--- config.mk ---
export PLATFORM = sky130hd
export DESIGN_NAME = wdc_watchdog
export DESIGN_NICKNAME = d
export VERILOG_FILES = /design/src/hdl/wdc_pkg.sv /design/src/hdl/wdc_tick.sv /design/src/hdl/wdc_watchdog.sv
export VERILOG_INCLUDE_DIRS = /design/src /design/src/hdl
export SDC_FILE = /design/constraint.sdc
export NUM_CORES = 1
export LEC_CHECK = 0
export ABC_CLOCK_PERIOD_IN_PS = 8550
export BUFFER_PORTS_ARGS = -buffer_cell sky130_fd_sc_hd__buf_2
export CAP_MARGIN = 30
export CORE_AREA = 2 2 130 132
export CTS_BUF_LIST = sky130_fd_sc_hd__clkbuf_16
export CTS_CLUSTER_DIAMETER = 40
export DETAILED_ROUTE_END_ITERATION = 8
export DIE_AREA = 0 0 132 134
export GPL_ROUTABILITY_DRIVEN = 0
export PLACE_DENSITY = 0.76
export SYNTH_ARGS = -nofsm -noshare
export SYNTH_HDL_FRONTEND = slang
export SYNTH_HIERARCHICAL = 1
export SYNTH_SLANG_ARGS = --single-unit
--- constraint.sdc ---
create_clock -name clk_in -period 8.55 [get_ports clk_in]
set_clock_uncertainty 0.1 [all_clocks]
set_input_delay 0.4275 -clock clk_in [delete_from_list [all_inputs] [get_ports clk_in]]
set_output_delay 0.4275 -clock clk_in [all_outputs]
set_load 0.01 [all_outputs]
--- src/hdl/wdc_map.svh ---
// constants for the command-driven system watchdog
`ifndef WDC_MAP_SVH
`define WDC_MAP_SVH
// request header codes
`define WDC_NETFN_APP 8'h18
`define WDC_CMD_RELOAD 8'h22
`define WDC_CMD_SET 8'h24
`define WDC_CMD_GET 8'h25
// completion codes
`define WDC_CC_OK 8'h00
`define WDC_CC_BAD_CMD 8'hc1
`define WDC_CC_BAD_LEN 8'hc7
// request lengths in bytes, header included
`define WDC_LEN_RELOAD 4'h2
`define WDC_LEN_SET 4'h8
`define WDC_LEN_GET 4'h2
`define WDC_LEN_MAX 4'h9
// response lengths
`define WDC_RSP_SHORT 4'h1
`define WDC_RSP_GET 4'h9
// set request byte positions
`define WDC_B_USE 2
`define WDC_B_ACT 3
`define WDC_B_PRE 4
`define WDC_B_CLR 5
`define WDC_B_LO 6
`define WDC_B_HI 7
// field positions
`define WDC_F_NOLOG 7
`define WDC_F_NOSTOP 6
`define WDC_F_PRE_HI 6
`define WDC_F_PRE_LO 4
`define WDC_F_CLR_HI 5
`define WDC_F_CLR_LO 1
// use, interrupt and action codes
`define WDC_USE_MIN 3'h1
`define WDC_USE_MAX 3'h5
`define WDC_PRE_SMI 3'h1
`define WDC_PRE_NMI 3'h2
`define WDC_PRE_MSG 3'h3
`define WDC_ACT_HARD 3'h1
`define WDC_ACT_DOWN 3'h2
`define WDC_ACT_CYCLE 3'h3
// reset values
`define WDC_INIT_RST 16'h0000
`define WDC_PRE_RST 8'h00
// timing: one count is 100 ms at 200 MHz
`define WDC_TICK_MS 100
`define WDC_CLK_MHZ 200
`define WDC_TICK_CYC (`WDC_TICK_MS * 1000 * `WDC_CLK_MHZ)
`define WDC_TICKS_PER_S (1000 / `WDC_TICK_MS)
`endif

--- src/hdl/wdc_pkg.sv ---
// types shared by the watchdog files
`default_nettype none
package wdc_pkg;
  typedef struct packed {
    logic valid;
    logic last;
    logic [7:0] data;
  } wdc_byte_t;
  typedef struct packed {
    logic no_log;
    logic no_stop;
    logic [2:0] use_code;
    logic [2:0] pre_irq;
    logic [2:0] action;
    logic [7:0] pre_secs;
    logic [15:0] init;
  } wdc_cfg_t;
  typedef enum logic [1:0] {
    WDC_ST_RX = 2'b00,
    WDC_ST_EXEC = 2'b01,
    WDC_ST_TX = 2'b10
  } wdc_state_t;
endpackage
`default_nettype wire

--- src/hdl/wdc_tick.sv ---
// 100 ms step generator, restartable
`timescale 1ns/1ps
`default_nettype none
module wdc_tick #(
  parameter int TICK_CYCLES = 20000000
) (
  input wire logic clk_in,
  input wire logic rst_in,
  input wire logic restart_in,
  output logic tick_out
);
  localparam int CW = $clog2(TICK_CYCLES + 1);
  logic [CW-1:0] cnt;
  // restart keeps the first step after a load a full period long
  always_ff @(posedge clk_in or posedge rst_in) begin
    if (rst_in) begin
      cnt <= '0;
      tick_out <= 1'b0;
    end else if (restart_in || cnt == CW'(TICK_CYCLES - 1)) begin
      cnt <= '0;
      tick_out <= !restart_in;
    end else begin
      cnt <= cnt + 1'b1;
      tick_out <= 1'b0;
    end
  end
endmodule // wdc_tick
`default_nettype wire

--- src/hdl/wdc_watchdog.sv ---
// command-driven system watchdog with byte-stream request and response
// Overview of operation
// - unreloaded countdown at zero fires the configured expiry action
// - reload request restarts countdown from initial
// - set request configures and starts the timer
// - use byte: no-log, no-stop, use code
// - action byte bits 6:4 pick pre-timeout interrupt
// - action bits 2:0 pick expiry action
// - pre-timeout raised interval seconds before expiry
// - clear byte ones clear matching expiration flags
// - sixteen-bit initial count, 100 ms per count
// - no-stop set while running keeps counting
// - no-stop set while stopped stays stopped
// - no-stop set clears pending pre-timeout
// - get request returns config and present count
`timescale 1ns/1ps
`default_nettype none
`include "wdc_map.svh"
module wdc_watchdog #(
  parameter int TICK_CYCLES = `WDC_TICK_CYC
) (
  input wire logic clk_in,
  input wire logic rst_in,
  input wire wdc_pkg::wdc_byte_t req_in,
  output logic req_ready_out,
  output var wdc_pkg::wdc_byte_t rsp_out,
  output logic running_out,
  output logic hard_reset_out,
  output logic power_down_out,
  output logic power_cycle_out,
  output logic log_expiry_out,
  output logic pre_smi_out,
  output logic pre_nmi_out,
  output logic pre_msg_out,
  output logic [4:0] expire_flags_out
);
  import wdc_pkg::*;

  localparam logic [15:0] SECS_TICKS = 16'(`WDC_TICKS_PER_S);

  wdc_state_t state;
  wdc_state_t next_state;
  wdc_cfg_t cfg;
  logic [7:0][7:0] rx;
  logic [3:0] idx;
  logic [3:0] rx_len;
  logic [3:0] tx_idx;
  logic [3:0] tx_len;
  logic [7:0] cc;
  logic [7:0] cc_q;
  logic [15:0] count;
  logic [15:0] snap;
  logic running;
  logic pre_pend;
  logic tick;
  logic take;
  logic exec;
  logic do_set;
  logic do_reload;
  logic is_get;
  logic expire;
  logic pre_hit;
  logic new_nostop;
  logic [15:0] new_init;
  logic [4:0] use_hot;

  // response byte at a given position of the get answer
  function automatic logic [7:0] rsp_byte(input logic [3:0] i);
    case (i)
      4'h0: rsp_byte = cc_q;
      4'h1: rsp_byte = {cfg.no_log, cfg.no_stop, 3'h0, cfg.use_code};
      4'h2: rsp_byte = {1'b0, cfg.pre_irq, 1'b0, cfg.action};
      4'h3: rsp_byte = cfg.pre_secs;
      4'h4: rsp_byte = {2'h0, expire_flags_out, 1'b0};
      4'h5: rsp_byte = cfg.init[7:0];
      4'h6: rsp_byte = cfg.init[15:8];
      4'h7: rsp_byte = snap[7:0];
      4'h8: rsp_byte = snap[15:8];
      default: rsp_byte = 8'h00;
    endcase
  endfunction

  wdc_tick #(.TICK_CYCLES(TICK_CYCLES)) u_tick (
    .clk_in(clk_in),
    .rst_in(rst_in),
    .restart_in(do_set || do_reload),
    .tick_out(tick)
  );

  // request decode; completion code zero only for a well formed request
  always_comb begin
    take = req_in.valid && req_ready_out;
    exec = (state == WDC_ST_EXEC);
    new_nostop = rx[`WDC_B_USE][`WDC_F_NOSTOP];
    new_init = {rx[`WDC_B_HI], rx[`WDC_B_LO]};
    cc = `WDC_CC_BAD_CMD;
    if (rx[0] == `WDC_NETFN_APP) begin
      unique case (rx[1])
        `WDC_CMD_RELOAD: cc = (rx_len == `WDC_LEN_RELOAD) ? `WDC_CC_OK : `WDC_CC_BAD_LEN;
        `WDC_CMD_SET: cc = (rx_len == `WDC_LEN_SET) ? `WDC_CC_OK : `WDC_CC_BAD_LEN;
        `WDC_CMD_GET: cc = (rx_len == `WDC_LEN_GET) ? `WDC_CC_OK : `WDC_CC_BAD_LEN;
        default: cc = `WDC_CC_BAD_CMD;
      endcase
    end
    do_reload = exec && cc == `WDC_CC_OK && rx[1] == `WDC_CMD_RELOAD;
    do_set = exec && cc == `WDC_CC_OK && rx[1] == `WDC_CMD_SET;
    is_get = exec && cc == `WDC_CC_OK && rx[1] == `WDC_CMD_GET;
  end

  // step, expiry and pre-timeout events; only a load owns the cycle, a get must not eat a step
  always_comb begin
    expire = running && tick && !do_set && !do_reload && count <= 16'h0001;
    pre_hit = running && tick && !do_set && !do_reload && count > 16'h0001
      && cfg.pre_secs != 8'h00
      && cfg.pre_irq >= `WDC_PRE_SMI && cfg.pre_irq <= `WDC_PRE_MSG
      && (count - 16'h0001) == 16'(cfg.pre_secs * SECS_TICKS);
    use_hot = 5'h00;
    if (cfg.use_code >= `WDC_USE_MIN && cfg.use_code <= `WDC_USE_MAX) begin
      use_hot[cfg.use_code - `WDC_USE_MIN] = 1'b1;
    end
  end

  // sequencer: collect, execute one cycle, send answer
  always_comb begin
    next_state = state;
    unique case (state)
      WDC_ST_RX: if (take && req_in.last) next_state = WDC_ST_EXEC;
      WDC_ST_EXEC: next_state = WDC_ST_TX;
      WDC_ST_TX: if (tx_idx == tx_len - 4'h1) next_state = WDC_ST_RX;
      default: next_state = WDC_ST_RX;
    endcase
  end

  always_ff @(posedge clk_in or posedge rst_in) begin
    if (rst_in) begin
      state <= WDC_ST_RX;
      req_ready_out <= 1'b0;
    end else begin
      state <= next_state;
      req_ready_out <= (next_state == WDC_ST_RX);
    end
  end

  // request capture; bytes past the longest request are not stored; the length saturates at nine
  always_ff @(posedge clk_in or posedge rst_in) begin
    if (rst_in) begin
      rx <= '0;
      idx <= 4'h0;
      rx_len <= 4'h0;
    end else if (take) begin
      if (idx < 4'h8) begin
        rx[idx[2:0]] <= req_in.data;
      end
      idx <= req_in.last ? 4'h0 : ((idx == `WDC_LEN_MAX) ? idx : idx + 4'h1);
      if (req_in.last) begin
        rx_len <= (idx == `WDC_LEN_MAX) ? idx : idx + 4'h1;
      end
    end
  end

  // configuration store, written only by an accepted set
  always_ff @(posedge clk_in or posedge rst_in) begin
    if (rst_in) begin
      cfg <= '{default: '0, pre_secs: `WDC_PRE_RST, init: `WDC_INIT_RST};
    end else if (do_set) begin
      cfg.no_log <= rx[`WDC_B_USE][`WDC_F_NOLOG];
      cfg.no_stop <= new_nostop;
      cfg.use_code <= rx[`WDC_B_USE][2:0];
      cfg.pre_irq <= rx[`WDC_B_ACT][`WDC_F_PRE_HI:`WDC_F_PRE_LO];
      cfg.action <= rx[`WDC_B_ACT][2:0];
      cfg.pre_secs <= rx[`WDC_B_PRE];
      cfg.init <= new_init;
    end
  end

  // countdown; a no-stop set never starts a stopped timer
  always_ff @(posedge clk_in or posedge rst_in) begin
    if (rst_in) begin
      count <= `WDC_INIT_RST;
      running <= 1'b0;
    end else if (do_set) begin
      count <= new_init;
      running <= running || !new_nostop;
    end else if (do_reload) begin
      count <= cfg.init;
      running <= 1'b1;
    end else if (running && tick) begin
      count <= (count <= 16'h0001) ? 16'h0000 : count - 16'h0001;
      running <= !expire;
    end
  end

  // pre-timeout pending; a hit in the clearing cycle is kept
  always_ff @(posedge clk_in or posedge rst_in) begin
    if (rst_in) begin
      pre_pend <= 1'b0;
    end else begin
      pre_pend <= pre_hit || (pre_pend && !do_set && !do_reload && !expire);
    end
  end

  // expiration flags: clear by set mask, expiry set wins
  always_ff @(posedge clk_in or posedge rst_in) begin
    if (rst_in) begin
      expire_flags_out <= 5'h00;
    end else begin
      expire_flags_out <= (expire ? use_hot : 5'h00)
        | (expire_flags_out & ~(do_set ? rx[`WDC_B_CLR][`WDC_F_CLR_HI:`WDC_F_CLR_LO]
        : 5'h00));
    end
  end

  // expiry actions as one-cycle pulses; reserved codes do nothing
  always_ff @(posedge clk_in or posedge rst_in) begin
    if (rst_in) begin
      hard_reset_out <= 1'b0;
      power_down_out <= 1'b0;
      power_cycle_out <= 1'b0;
      log_expiry_out <= 1'b0;
    end else begin
      hard_reset_out <= expire && cfg.action == `WDC_ACT_HARD;
      power_down_out <= expire && cfg.action == `WDC_ACT_DOWN;
      power_cycle_out <= expire && cfg.action == `WDC_ACT_CYCLE;
      log_expiry_out <= expire && !cfg.no_log;
    end
  end

  // status levels, registered for clean outputs
  always_ff @(posedge clk_in or posedge rst_in) begin
    if (rst_in) begin
      running_out <= 1'b0;
      pre_smi_out <= 1'b0;
      pre_nmi_out <= 1'b0;
      pre_msg_out <= 1'b0;
    end else begin
      running_out <= running;
      pre_smi_out <= pre_pend && cfg.pre_irq == `WDC_PRE_SMI;
      pre_nmi_out <= pre_pend && cfg.pre_irq == `WDC_PRE_NMI;
      pre_msg_out <= pre_pend && cfg.pre_irq == `WDC_PRE_MSG;
    end
  end

  // answer stream; count snapshot keeps the reply self-consistent
  always_ff @(posedge clk_in or posedge rst_in) begin
    if (rst_in) begin
      tx_idx <= 4'h0;
      tx_len <= `WDC_RSP_SHORT;
      cc_q <= `WDC_CC_OK;
      snap <= `WDC_INIT_RST;
      rsp_out <= '0;
    end else if (exec) begin
      tx_idx <= 4'h0;
      tx_len <= is_get ? `WDC_RSP_GET : `WDC_RSP_SHORT;
      cc_q <= cc;
      snap <= count;
      rsp_out <= '0;
    end else if (state == WDC_ST_TX) begin
      tx_idx <= tx_idx + 4'h1;
      rsp_out.valid <= 1'b1;
      rsp_out.last <= (tx_idx == tx_len - 4'h1);
      rsp_out.data <= rsp_byte(tx_idx);
    end else begin
      rsp_out <= '0;
    end
  end
endmodule // wdc_watchdog
`default_nettype wire
==> reports/metrics.cfg <==
[timing]
fmax_mhz=223
fin_setup_tns_ps=0
slew-limit-headroom=0.310
period_needed_ps=4480
finalSetupViolations=0
rsz0062_at_grt=false
worst-slew-pin-transition_ps=1040
period_share=0.524
drv_slew=0
hold_violations=0

[clock_tree]
cts_sinks=192
cts_tree=yes
cts_root_buffer=clkbuf_16
clockBufferDepth=2
clk_latency_ps=440
cts_setup_buffers=0
hold_buffers=1
cts_resized=0
cts_max_level=4
cts_buffers=17
cts.clk_slew.worst_paths_ps=70

[global_routing]
grt_max_degree=95
grt_pass1_vias=7159
grt_overflow=0
grt_pass1_wl_um=39400
grt_usage=0.284
antenna_found_initial=0

[critical_path]
critPathLaunchType=flop
required_ps=8780
r2r-end=expire_flags_out[3]
crit_arrival_ps=4710
ff2ff_path_depth=10
r2r_start=state[1]
endpoint_kind=flop
crit_fanout=30
critical_path_class=reg2reg
rrSetupSlack_ps=4070

[synthesis]
muxShareOfSynthArea=0.0875
synth_edf_count=0
synth.avg_cell_area_um2=10.3
synth_fp_nets=981
synth-simple-area-share=0.185
synthAdderAreaFrac=0.0384
synth-seq-cells=192
synth_top_family_by_area=simple AND/OR/NAND/NOR gates
synth_xor_area_frac=0.0372
ys_seq_area_frac=0.498
synth_compound_gate_area_share=0.121
async_reset_ff_frac=1.00
syn_inst=940
ys_warn_count=6
ys_types=66
synth_flop_cell=dfrtp_1
syn_area_um2=9650

[final_layout]
nFillCells=1283
area_growth_syn_to_layout_pct=9.61
ff_latch_area_um2=4800
multi_input_area_um2=4530
drive_gt1_frac=0.170
antenna_cells=0
final_cell_area_um2=10600
instances_no_fill=1189
final_util=0.649
nNetsFinal=997

[placed_design]
port_buffers=35
place_inst=1156
dpl_cell_area_um2=10000
hpwl_um=16700

[detailed_routing]
wl_met2_um=11100
drtIter0Drc=933
drcViolationCount=0
routed_wl_um=23900
wl_per_cell_um=20.1
met1_length_um=10500
top_layer=met4
ant_nets=0
via_per_inst=6.31
vias=7501
drt_pass1_iterations=8
wl_met3_um=1810

[floorplanning]
die_area_um2=17700
core-area_um2=16300
die_y_um=134
start_util=0.592
die_w_um=132
pin_count=36
num_rows=47

[power]
p_leak_nw=4.99
ir_drop_mv=0.212
power_density_nw_per_um2=236

[worst_hold_path]
hold_start=req_in[8]
hold_class=in2reg
whs_path_depth=2
whs_endpoint=idx[2]

[outcome]
status=completed

[job]
cap_violations=0

flip-flops by register name (all words and copies together), names as in the netlist, 5 cells and up:
signal	cells
cfg	35
rx	39
snap	16
new_init	16
rsp_out	10
expire_flags_out	5
u_tick/cnt	25
count	16
where the power goes:
| group | total [mW] | internal [mW] | switching, mW |
|---|---|---|---|
| logic | 0.500 | 0.227 | 0.273 |
| clock network | 0.768 | 0.407 | 0.362 |
| registers | 1.23 | 1.07 | 0.156 |
area by class of cell:
class,instances,share of cell area
Clock buffer,17,0.0402
Clock inverter,15,0.0127
Inverter,22,0.00828
Multi-Input combinational cell,677,0.428
Sequential cell,192,0.454
Tap cell,220,0.0260
Timing Repair Buffer,46,0.0303
worst max path at each step:
stage	to	from	cells past startpoint
5_1_grt	expire_flags_out[0]	state[1]	10
3_3_place_gp	u_tick/cnt[5]	state[1]	10
2_1_floorplan	cc_q[2]	rst_in	1
3_5_place_dp	expire_flags_out[0]	state[1]	10
4_1_cts	expire_flags_out[0]	state[1]	10
6_report	expire_flags_out[3]	state[1]	10
metal layers:
metal,global-route usage,vias to the layer above
li1,-,3417
met1,0.407,3743
met2,0.438,299
met3,0.0590,42
met4,0.0864,0
met5,0,-
metrics by stage:
| step | setup WS [ps] | total power, mW | hold WS [ps] |
|---|---|---|---|
| 6_report | 4070 | 2.49 | 170 |
| 5_1_grt | 3740 | 2.61 | 184 |
| 4_1_cts | 4120 | 2.50 | 158 |
| 3_5_place_dp | 4080 | 1.73 | 318 |
| 3_3_place_gp | 4310 | 1.70 | 338 |
| 2_1_floorplan | 3530 | 1.59 | 288 |
cell usage in the layout, fill, tap and decap left out, drive strengths merged, types with 6 or more instances in the layout:
cell and n:
or3 10, a22oi 16, dfrtp 192, nor2 51, buf 45, xnor2 23, o22ai 6, and2 9
a22o 9, clkbuf 17, or4 14, nand2 153, xor2 18, a31oi 13, nand3 30, a21oi 41
ha 28, nand4 15, inv 32, and3 7, mux2 75, a221oi 10, nor3 15, nor4 13
nor2b 6, o21ai 46
logic make-up (layout without fill, tap and decap cells):
logic type / count (synthesis) / after routing
adder cells (fa/ha/maj): 29 / 29
multiplexers: 75 / 75
AND/OR/NAND/NOR: 353 / 353
flip-flops: 192 / 192
XOR/XNOR: 41 / 41
buffers and inverters: 71 / 100
AO/OA/AOI/OAI: 179 / 179
worst max-delay path, stage by stage, from the launching register on:
cell and delay, ps:
dfrtp_1 430, inv_1 110, ha_1 840, inv_1 310
or3_1 460, or4_1 420, nor3_2 460, and2_1 510
buf_4 400, nand2_1 100, a32o_1 210
synthesized netlist by cell type, drive strengths merged, types with 6 or more instances:
cell / instances / area share
dfrtp: 192 / 0.50
nand2: 153 / 0.060
mux2: 75 / 0.088
nor2: 51 / 0.020
o21ai: 46 / 0.024
a21oi: 41 / 0.021
clkbuf: 32 / 0.012
nand3: 30 / 0.016
ha: 28 / 0.036
xnor2: 23 / 0.021
inv: 22 / 0.0086
xor2: 18 / 0.016
buf: 17 / 0.012
a22oi: 16 / 0.012
nand4: 15 / 0.013
nor3: 15 / 0.0083
or4: 14 / 0.011
a31oi: 13 / 0.0084
nor4: 13 / 0.010
a221oi: 10 / 0.0091
or3: 10 / 0.0065
a22o: 9 / 0.0082
and2: 9 / 0.0058
and3: 7 / 0.0047
nor2b: 6 / 0.0039
o22ai: 6 / 0.0039
Power figures use the tool's default switching activity.
